File: src/core/embi_pkg.sv
// Behaviour
// - Fetch strobe pulses once per six-clock machine slot in external fetch, not during data.
// - Fetch strobe stays high while code runs from internal memory.
// - Fetch strobe pulled low at reset release selects serial download mode.
// - Address latch strobe pulses every external fetch slot to latch the low address byte, skipped during data access.
// - With external access select high, addresses 0000H-1FFFH fetch internally.
// - With external access select low, every fetch goes to external memory.
// - Low byte bus port multiplexes low address and data bytes.
// - Bus ones on the low byte port are driven strongly, not left open.
// - Low byte port as general port is open-drain; written ones float.
// - High byte port carries high address, or middle and high for 24-bit data.
// - High byte port general bits written one are pulled up and usable as inputs.
// - Data store strobe asserted for writes; memory latches low port byte on it.
// - Data read strobe asserted for reads; memory drives low port during it.
// - Reset input held high 24 clock cycles resets the device.
package embi_pkg;

  // ---------------------------------------------------------------------------
  // Timing
  // ---------------------------------------------------------------------------
  localparam int          SLOT_CLKS      = 6;
  localparam int          RESET_HOLD     = 24;
  localparam logic [2:0]  PH_ALE_HI      = 3'h0;
  localparam logic [2:0]  PH_ALE_LO      = 3'h2;
  localparam logic [2:0]  PH_STB_LO      = 3'h3;
  localparam logic [2:0]  PH_LAST        = 3'h5;

  // ---------------------------------------------------------------------------
  // Address map and values
  // ---------------------------------------------------------------------------
  localparam logic [15:0] INT_CODE_TOP   = 16'h1FFF;
  localparam logic [7:0]  PORT_RESET     = 8'hFF;
  localparam logic [7:0]  BYTE_ZERO      = 8'h00;

  typedef enum logic [1:0] {EMBI_IDLE, EMBI_FETCH, EMBI_RD, EMBI_WR} embi_cycle_t;

endpackage : embi_pkg

File: src/core/embi_rst_filter.sv
`timescale 1ns/100ps
`default_nettype none
module embi_rst_filter
  import embi_pkg::*;
(
  // Clock and pin
  input  wire logic clk,
  input  wire logic reset_pin,
  // Filtered reset request
  output var  logic rst_req
);

  logic [4:0] cnt;

  // Count consecutive high samples; a short glitch never resets the core.
  always_ff @(posedge clk) begin
    if (!reset_pin) begin
      cnt     <= 5'h00;
      rst_req <= 1'b0;
    end else if (cnt >= 5'(RESET_HOLD - 1)) begin
      rst_req <= 1'b1;
    end else begin
      cnt <= cnt + 5'h01;
    end
  end

endmodule : embi_rst_filter
`default_nettype wire

File: src/core/embi_top.sv
`timescale 1ns/100ps
`default_nettype none
module embi_top
  import embi_pkg::*;
(
  // Clock and resets
  input  wire logic        clk,
  input  wire logic        arst_n,
  input  wire logic        reset_pin,
  // Core side
  input  wire logic [15:0] pc,
  input  wire logic        fetch_req,
  input  wire logic        rd_req,
  input  wire logic        wr_req,
  input  wire logic [23:0] data_addr,
  input  wire logic [7:0]  wr_data,
  input  wire logic [7:0]  p0_latch,
  input  wire logic [7:0]  p2_latch,
  output logic             op_done,
  output logic [7:0]       op_data,
  output logic             op_internal,
  output logic             core_reset,
  output logic             download_mode,
  // Pins
  input  wire logic        external_access_select,
  input  wire logic        program_fetch_strobe_in,
  output logic             program_fetch_strobe_n,
  output logic             addr_latch_strobe,
  output logic             data_read_strobe_n,
  output logic             data_store_strobe_n,
  input  wire logic [7:0]  low_byte_bus_port_in,
  output logic [7:0]       low_byte_bus_port_out,
  output logic [7:0]       low_byte_bus_port_oe,
  output logic [7:0]       high_byte_port_out,
  output logic [7:0]       high_byte_port_oe
);

  // ---------------------------------------------------------------------------
  // Reset filter
  // ---------------------------------------------------------------------------
  logic rst_req;
  logic rst_req_d;

  embi_rst_filter embi_rst_filter_inst (
    .clk       (clk),
    .reset_pin (reset_pin),
    .rst_req   (rst_req)
  );

  // Core reset follows the filtered pin; strap is caught as it releases.
  always_ff @(posedge clk or negedge arst_n) begin
    if (!arst_n) begin
      rst_req_d     <= 1'b1;
      core_reset    <= 1'b1;
      download_mode <= 1'b0;
    end else begin
      rst_req_d  <= rst_req;
      core_reset <= rst_req;
      if (rst_req_d && !rst_req) begin
        download_mode <= !program_fetch_strobe_in;
      end
    end
  end

  // ---------------------------------------------------------------------------
  // Machine slot sequencer
  // ---------------------------------------------------------------------------
  embi_cycle_t cyc;
  embi_cycle_t next_cyc;
  logic [2:0]  phase;
  logic [23:0] addr;
  logic [7:0]  wdat;
  logic        slot_free;
  logic        take_data;
  logic        take_fetch;

  // Decide whether a code address is served from internal memory.
  function automatic logic is_internal(input logic ea, input logic [15:0] a);
    is_internal = ea && (a <= INT_CODE_TOP);
  endfunction : is_internal

  // True in the phases that put an address on the ports.
  function automatic logic addr_phase(input logic [2:0] ph);
    addr_phase = (ph < PH_ALE_LO);
  endfunction : addr_phase

  // True in the phases in which a data strobe is held low.
  function automatic logic data_window(input logic [2:0] ph);
    data_window = (ph >= PH_ALE_LO) && (ph < PH_LAST);
  endfunction : data_window

  // A slot ends at its last phase; a filtered reset takes nothing new.
  assign slot_free  = !core_reset && ((cyc == EMBI_IDLE) || (phase == PH_LAST));
  assign take_data  = slot_free && (rd_req || wr_req);
  assign take_fetch = slot_free && !take_data && fetch_req;

  // Data wins over fetch and read over write; a running slot keeps its kind.
  always_comb begin
    if (take_data) begin
      next_cyc = rd_req ? EMBI_RD : EMBI_WR;
    end else if (take_fetch) begin
      next_cyc = EMBI_FETCH;
    end else if (slot_free) begin
      next_cyc = EMBI_IDLE;
    end else begin
      next_cyc = cyc;
    end
  end

  // Requests are taken only at a slot boundary, so strobes stay whole unless core_reset cuts the slot.
  always_ff @(posedge clk or negedge arst_n) begin
    if (!arst_n) begin
      cyc   <= EMBI_IDLE;
      phase <= PH_ALE_HI;
    end else if (core_reset) begin
      cyc   <= EMBI_IDLE;
      phase <= PH_ALE_HI;
    end else if (slot_free) begin
      cyc   <= next_cyc;
      phase <= PH_ALE_HI;
    end else begin
      phase <= phase + 3'h1;
    end
  end

  // Address and write byte are held for the slot, so the core may move on.
  // An internal fetch drives no strobes, so op_internal also gates the pins.
  always_ff @(posedge clk or negedge arst_n) begin
    if (!arst_n) begin
      addr        <= 24'h000000;
      wdat        <= BYTE_ZERO;
      op_internal <= 1'b0;
    end else if (take_data) begin
      addr        <= data_addr;
      wdat        <= wr_data;
      op_internal <= 1'b0;
    end else if (take_fetch) begin
      addr        <= {BYTE_ZERO, pc};
      op_internal <= is_internal(external_access_select, pc);
    end
  end

  // Completion pulse and fetched or read byte; the byte is sampled in the
  // last phase, while the strobe pin is still low.
  always_ff @(posedge clk or negedge arst_n) begin
    if (!arst_n) begin
      op_done <= 1'b0;
      op_data <= BYTE_ZERO;
    end else begin
      op_done <= slot_free && (cyc != EMBI_IDLE);
      if (slot_free && (cyc != EMBI_IDLE) && (cyc != EMBI_WR) && !op_internal) begin
        op_data <= low_byte_bus_port_in;
      end
    end
  end

  // ---------------------------------------------------------------------------
  // Strobes
  // ---------------------------------------------------------------------------
  logic ext_fetch;
  logic data_cyc;
  assign ext_fetch = (cyc == EMBI_FETCH) && !op_internal;
  assign data_cyc  = (cyc == EMBI_RD) || (cyc == EMBI_WR);

  // Strobes are registered from the current phase so pins come from flops.
  always_ff @(posedge clk or negedge arst_n) begin
    if (!arst_n) begin
      addr_latch_strobe      <= 1'b0;
      program_fetch_strobe_n <= 1'b1;
      data_read_strobe_n     <= 1'b1;
      data_store_strobe_n    <= 1'b1;
    end else begin
      // Latch pulse high in early phases; falling edge at PH_ALE_LO.
      addr_latch_strobe <= ext_fetch && addr_phase(phase) && !data_cyc;
      // Fetch strobe low late in slot, high when internal or data access.
      program_fetch_strobe_n <= !(ext_fetch && phase >= PH_STB_LO
                                  && phase < PH_LAST);
      data_read_strobe_n  <= !(cyc == EMBI_RD && data_window(phase));
      data_store_strobe_n <= !(cyc == EMBI_WR && data_window(phase));
    end
  end

  // ---------------------------------------------------------------------------
  // Port drivers
  // ---------------------------------------------------------------------------
  // Bus phases drive both levels; general mode only pulls low, ones float.
  always_ff @(posedge clk or negedge arst_n) begin
    if (!arst_n) begin
      low_byte_bus_port_out <= PORT_RESET;
      low_byte_bus_port_oe  <= BYTE_ZERO;
      high_byte_port_out    <= PORT_RESET;
      high_byte_port_oe     <= BYTE_ZERO;
    end else if (ext_fetch && addr_phase(phase)) begin
      low_byte_bus_port_out <= addr[7:0];
      low_byte_bus_port_oe  <= PORT_RESET;
      high_byte_port_out    <= addr[15:8];
      high_byte_port_oe     <= PORT_RESET;
    end else if (ext_fetch) begin
      low_byte_bus_port_oe  <= BYTE_ZERO;  // memory drives code byte
      high_byte_port_out    <= addr[15:8];
      high_byte_port_oe     <= PORT_RESET;
    end else if (data_cyc) begin
      // Data slot: low address then write data, or released for a read; page byte on high port first.
      high_byte_port_out <= addr_phase(phase) ? addr[23:16] : addr[15:8];
      high_byte_port_oe  <= PORT_RESET;
      if (addr_phase(phase)) begin
        low_byte_bus_port_out <= addr[7:0];
        low_byte_bus_port_oe  <= PORT_RESET;
      end else if (cyc == EMBI_WR) begin
        low_byte_bus_port_out <= wdat;
        low_byte_bus_port_oe  <= PORT_RESET;
      end else begin
        low_byte_bus_port_oe  <= BYTE_ZERO;
      end
    end else begin
      low_byte_bus_port_out <= BYTE_ZERO;
      low_byte_bus_port_oe  <= ~p0_latch;
      high_byte_port_out    <= p2_latch;
      high_byte_port_oe     <= ~p2_latch;  // ones left to the pull-up
    end
  end

endmodule : embi_top
`default_nettype wire

File: config.mk
export PLATFORM = sky130hd
export DESIGN_NAME = embi_top
export DESIGN_NICKNAME = d
export VERILOG_FILES = /design/src/core/embi_pkg.sv /design/src/core/embi_rst_filter.sv /design/src/core/embi_top.sv
export SDC_FILE = /design/constraint.sdc
export NUM_CORES = 1
export LEC_CHECK = 0
export BUFFER_PORTS_ARGS = -buffer_cell sky130_fd_sc_hd__buf_2
export CAP_MARGIN = 20
export CORE_MARGIN = 2
export CORE_UTILIZATION = 53
export DETAILED_ROUTE_END_ITERATION = 6
export PLACE_DENSITY = 0.84
export RECOVER_POWER = 25
export SYNTH_ARGS = -nofsm -noshare
export SYNTH_HDL_FRONTEND = slang
export SYNTH_SLANG_ARGS = --single-unit
File: constraint.sdc
create_clock -name clk -period 5.49 [get_ports clk]
set_input_delay 0.549 -clock clk [delete_from_list [all_inputs] [get_ports clk]]
set_output_delay 0.549 -clock clk [all_outputs]
set_load 0.02 [all_outputs]
* Word level (Yosys, flattened, before mapping)
Cells that the tools add are included.
** Word-level totals
- Word-level logic and storage cells :: 98
- Bits in registers :: 91
- Input port bits :: 80
** Operators by class
- Bitwise gates (word level) :: 2
- Reductions and logical operators :: 34
- Equality and inequality tests :: 7
- Muxes and demuxes :: 28
- Order comparisons :: 6
- Add/subtract/negate cells :: 2
** Operators by type and width (count)
- $mux 8 :: 17
- $mux 24 :: 2
- $logic_and 1x1->1 :: 17
- $le 16x13->1 const B :: 1
- $not 8->8 :: 2
- $logic_not 1->1 :: 9
- $ge 3x2->1 const B :: 2
- $mux 2 :: 3
- $mux 3 :: 2
- $reduce_bool 2->1 :: 3
- $add 5x1->5 const B :: 1
- $ge 5x5->1 const B :: 1
- $eq 2x2->1 const B :: 2
- $mux 1 :: 4
- $ne 4x1->1 const B :: 1
- $add 3x1->3 const B :: 1
- $eq 3x3->1 const B :: 1
- $logic_or 1x1->1 :: 3
- $lt 3x2->1 const B :: 1
- $lt 3x3->1 const B :: 1
- $eq 2x1->1 const B :: 1
- $logic_not 2->1 :: 1
- $ne 2x1->1 const B :: 1
- $ne 2x2->1 const B :: 1
- $reduce_and 2->1 :: 1

* Longest topological paths before layout
- Depth in word-level cells :: 11
- Gate-level depth with buffers :: 9
- Depth with buffers taken out :: 6

* Cells and area by module
Synthesis repeated with hierarchy kept, for this count alone.
** Second synthesis, totals
- Cells, all modules :: 304
- Area, all modules :: 3831.2 um2
** By module, submodules not included
- embi_top :: area each 3572.2 um2, seq. area each 2152.1 um2, instances 1, cells each 277
- embi_rst_filter :: area each 259.0 um2, seq. area each 120.1 um2, instances 1, cells each 27

* Worst setup path after synthesis
No wires, ideal clock.
- Path kind :: reg-to-reg
- From :: register phase[1]
- To :: register wdat[6]
- Arrival :: 1.755 ns
- Setup time :: 0.127 ns
- Buffers on the path :: 2
- Stages on the path, launching flop included :: 9
- Slack :: 3.607 ns
- Period minus slack after synthesis :: 1.883 ns
- Cell sequence :: dfrtp_1 -> buf_2 -> inv_1 -> ha_1 -> o2bb2ai_2 -> nand2_2 -> nor2_4 -> buf_6 -> mux2_1
** On the way
- Word-level cells in the longest chain between the ends :: 4
** RTL lines
- start: declaration :: RTL line embi_top.sv:70 : logic [2:0] phase;
- start signal: assignment :: RTL line embi_top.sv:122 : phase <= phase + 3'h1;
- $eq 3x3->1 :: RTL line embi_top.sv:93 : assign slot_free = !core_reset && ((cyc == EMBI_IDLE) || (phase == PH_LAST));
- $logic_or 1x1->1 :: RTL line embi_top.sv:93
- $logic_and 1x1->1 :: RTL line embi_top.sv:93
- $logic_and 1x1->1 :: RTL line embi_top.sv:94 : assign take_data = slot_free && (rd_req || wr_req);
- end signal: assignment :: RTL line embi_top.sv:135 : wdat <= wr_data;
- end: declaration :: RTL line embi_top.sv:72 : logic [7:0] wdat;
No other way between the ends.
A chain may end at the register's enable or synchronous reset.

* Final worst setup path
- From :: register phase[1]
- To :: register addr[16]
** On the way
- Word-level cells in the longest chain between the ends :: 8
- Elaborated cells between the ends (all ways) :: 9
- Those cells by class :: eq/ne (1); mux (1); reduce/logical (7)
** RTL lines
- $eq 3x3->1 * :: RTL line embi_top.sv:93
- $logic_or 1x1->1 * :: RTL line embi_top.sv:93
- $logic_and 1x1->1 * :: RTL line embi_top.sv:93
- $logic_and 1x1->1 :: RTL line embi_top.sv:94
- $logic_not 1->1 :: RTL line embi_top.sv:95 : assign take_fetch = slot_free && !take_data && fetch_req;
- $logic_and 1x1->1 (2 in series) :: RTL line embi_top.sv:95
- $reduce_bool 2->1 (no line)
- end signal: assignment :: RTL line embi_top.sv:134 : addr <= data_addr;
- end signal: assignment :: RTL line embi_top.sv:138 : addr <= {BYTE_ZERO, pc};
- end: declaration :: RTL line embi_top.sv:71 : logic [23:0] addr;
Mark *: on every way between the ends. The rest lies on a longest branch, timed or not.

==> flow_summary.json <==
{
  "status": "finished clean",
  "cts-root-buf": "clkbuf_8",
  "post-cts-setup-buffers": 0,
  "critPathMaxFanout": 17,
  "ant_nets": 0,
  "post-route-min-period_ns": 2.265,
  "portBuffers": 127,
  "critPathRequiredTime_ns": 5.74,
  "n_fill_cell": 528,
  "track_usage": 0.2264,
  "synth_seq_area_share": 0.6137,
  "syn_area_sq_mm": 0.003702,
  "place_inst": 497,
  "rr_worst_depth": 6,
  "synthTopCellsByArea": "dfrtp_1 44%, dfstp_2 14%, mux2i_1 4.6%, a2bb2oi_1 3.8%, dfxtp_1 3.2%",
  "routed_wl_um": 8266,
  "clock_path_buffers": 2,
  "avgSynthCellArea_sq_um": 12.95,
  "crit_type": "reg2reg",
  "slowest_stage": "and2_1",
  "firstDrtPassIters": 4,
  "cellPowerDensity_mw_per_mm2": 606.2,
  "area_growth_syn_to_layout_pct": 23.99,
  "power_mw": 2.783,
  "rsz0062_at_grt": "false",
  "clock_skew_ns": 0.01044,
  "die_area_sq_mm": 0.007670,
  "die_x_um": 87.58,
  "cts.repair.resized": 0,
  "grt_pass1_wl_um": 13170,
  "yosysMostFrequentCell": "dfrtp_1",
  "synth_edf_count": 0,
  "grt_pass1_vias": 2779,
  "syn_nets": 370,
  "cts_tree": "done",
  "slew_headroom": 0.1170,
  "ys_seq_elements": 91,
  "netlist_instances": 286,
  "cap_viol_max_count": 0,
  "slew_viol_final": 0,
  "clkSlewWorstSetupHoldPaths_ns": 0.10,
  "cts_inserted_buffers": 9,
  "postCtsHoldBufs": 0,
  "place.detailed.hpwl_um": 6100,
  "post_drt_wl_per_cell_um": 16.08,
  "vias": 2767,
  "synth_ff_type": "dfrtp_1",
  "die_height_um": 87.58,
  "final_cells": 514,
  "critPathArrivalTime_ns": 2.51,
  "yosysTopAreaCellShare": 0.4393,
  "rows": 30,
  "n_antenna_cell": 0,
  "grt_max_degree": 86,
  "viasPerCell": 5.383,
  "end_kind": "flop",
  "gp_congestion": 0.8528,
  "startpoint": "phase[1]",
  "yosys_warnings": 0,
  "grt.overflow.total": 0,
  "antenna_found_initial": 0,
  "fin_setup_tns_ns": 0,
  "vdd_ir_drop_max_uv": 259.7,
  "seqCellArea_sq_mm": 0.002272,
  "setup_viol": 0,
  "crit_end": "addr[16]",
  "p_leak_nw": 2.088,
  "multiInputGateArea_sq_mm": 0.001328,
  "timing.rr.start": "phase[1]",
  "clk_latency_ns": 0.36,
  "io_pins": 128,
  "core-area_sq_mm": 0.006794,
  "path_cells": "inv_1 -> ha_1 -> o2bb2ai_2 -> and2_1 -> nand2b_1 -> a22o_1",
  "drc": 0,
  "cts_sinks": 91,
  "synth_commonest_cells": "65 x dfrtp_1, 20 x dfstp_2, 19 x o21ai_0",
  "fmax_ghz": 0.4416,
  "hold_violations": 0,
  "start_kind": "flop",
  "worst_hold_path_type": "in2reg",
  "max_slew.worst_pin.slew_ns": 1.325,
  "fin_nets": 497,
  "drtIter0Drc": 109,
  "max_stage_delay_ns": 0.56,
  "post-route-period-util": 0.4125,
  "async_flop_share": 0.9341,
  "synth_top_area_cell": "dfrtp_1",
  "h-tree-depth": 3,
  "r2r_end": "addr[16]",
  "initial_core_util": 0.5449,
  "rrSetupSlack_ns": 3.23,
  "synth_cell_types": 45,
  "drive_gt1_frac": 0.4450
}
-- logic make-up after synthesis --
group / after synthesis / share of synthesized area
DFF: 91 / 0.6137
AOI/OAI and AO/OA: 84 / 0.1582
and+or+nand+nor: 53 / 0.08313
muxes: 33 / 0.09463
buffers and inverters: 18 / 0.02771
adders and majority gates: 4 / 0.01352
xor gates and xnor gates: 3 / 0.009127
-- where the power goes --
| group | internal, mW | total [mW] | leakage [nW] | switching (mW) |
|---|---|---|---|---|
| Clock | 0.172 | 0.421 | 0.0872 | 0.249 |
| Sequential | 1.01 | 1.18 | 0.999 | 0.179 |
| Combinational | 0.492 | 1.18 | 1.00 | 0.685 |
-- through the flow --
| step | worst slack (ns) | hold WS, ns | instance area, sq um | utilization |
|---|---|---|---|---|
| floorplan | 3.607 | 0.2534 | 3702 | - |
| global placement | 3.342 | 0.3321 | 4377 | 0.6442 |
| detailed placement | 3.272 | 0.3361 | 4384 | 0.6453 |
| CTS | 3.240 | 0.3321 | 4567 | 0.6722 |
| global route | 3.095 | 0.3462 | 4591 | 0.6757 |
| finish | 3.225 | 0.3411 | 4591 | 0.6757 |
-- critical path: cells and delay by family, from the launching register on --
family                   cells  cell delay [ns]
AO/OA/AOI/OAI                2             0.42
AND/OR/NAND/NOR              2             0.87
flip-flops                   1             0.50
adder cells (fa/ha/maj)      1             0.24
buffers and inverters        1             0.13
-- cell usage in the layout (no fill, tap or decap), types with 3 or more instances in the layout --
cell type	count
a21oi_1	3
a22o_1	8
a2bb2oi_1	16
and2_1	3
buf_2	126
clkbuf_8	9
dfrtp_1	65
dfstp_2	20
dfxtp_1	6
ha_1	4
inv_1	5
inv_6	4
mux2_1	8
mux2_2	8
mux2i_1	17
nand2_1	18
nand2b_1	3
nor2_1	12
nor2_4	3
nor3_1	3
o21ai_0	19
o21ai_1	9
o22ai_1	16
-- metal layers --
layer	wire (um)	vias up	global-route usage
li1	-	1297	-
met1	3383	1366	0.2811
met2	4293	96	0.3905
met3	479	8	0.04147
met4	108	0	0.09510
met5	0	-	0
-- flip-flops by register name, indices dropped and copies added, names as in the netlist, 2 cells and up --
register,flops
low_byte_bus_port_oe,8
high_byte_port_out,8
phase,3
embi_rst_filter_inst.cnt,5
high_byte_port_oe,8
cyc,2
low_byte_bus_port_out,8
op_data,8
wdat,8
addr,24
-- worst min-delay path by stage --
stage,endpoint,slack [ns],startpoint,depth (start not counted)
after floorplan,addr[0],0.25,arst_n,0
after global routing,high_byte_port_oe[2],0.35,p2_latch[2],2
final,high_byte_port_oe[2],0.34,p2_latch[2],2
after CTS,high_byte_port_oe[2],0.33,p2_latch[2],2
after global placement,rst_req_d,0.33,embi_rst_filter_inst.rst_req,0
after detailed placement,rst_req_d,0.34,embi_rst_filter_inst.rst_req,0
-- final cells by class --
| cell class | instances | share of cell area |
|---|---|---|
| clock buffers | 9 | 0.02698 |
| well taps | 96 | 0.02617 |
| clock inverters | 7 | 0.01281 |
| flip-flops and latches | 91 | 0.4950 |
| repair buffers | 129 | 0.1458 |
| inverters | 5 | 0.004088 |
| multi-input cells | 177 | 0.2892 |
No activity file was read; power rests on OpenSTA's default activity.
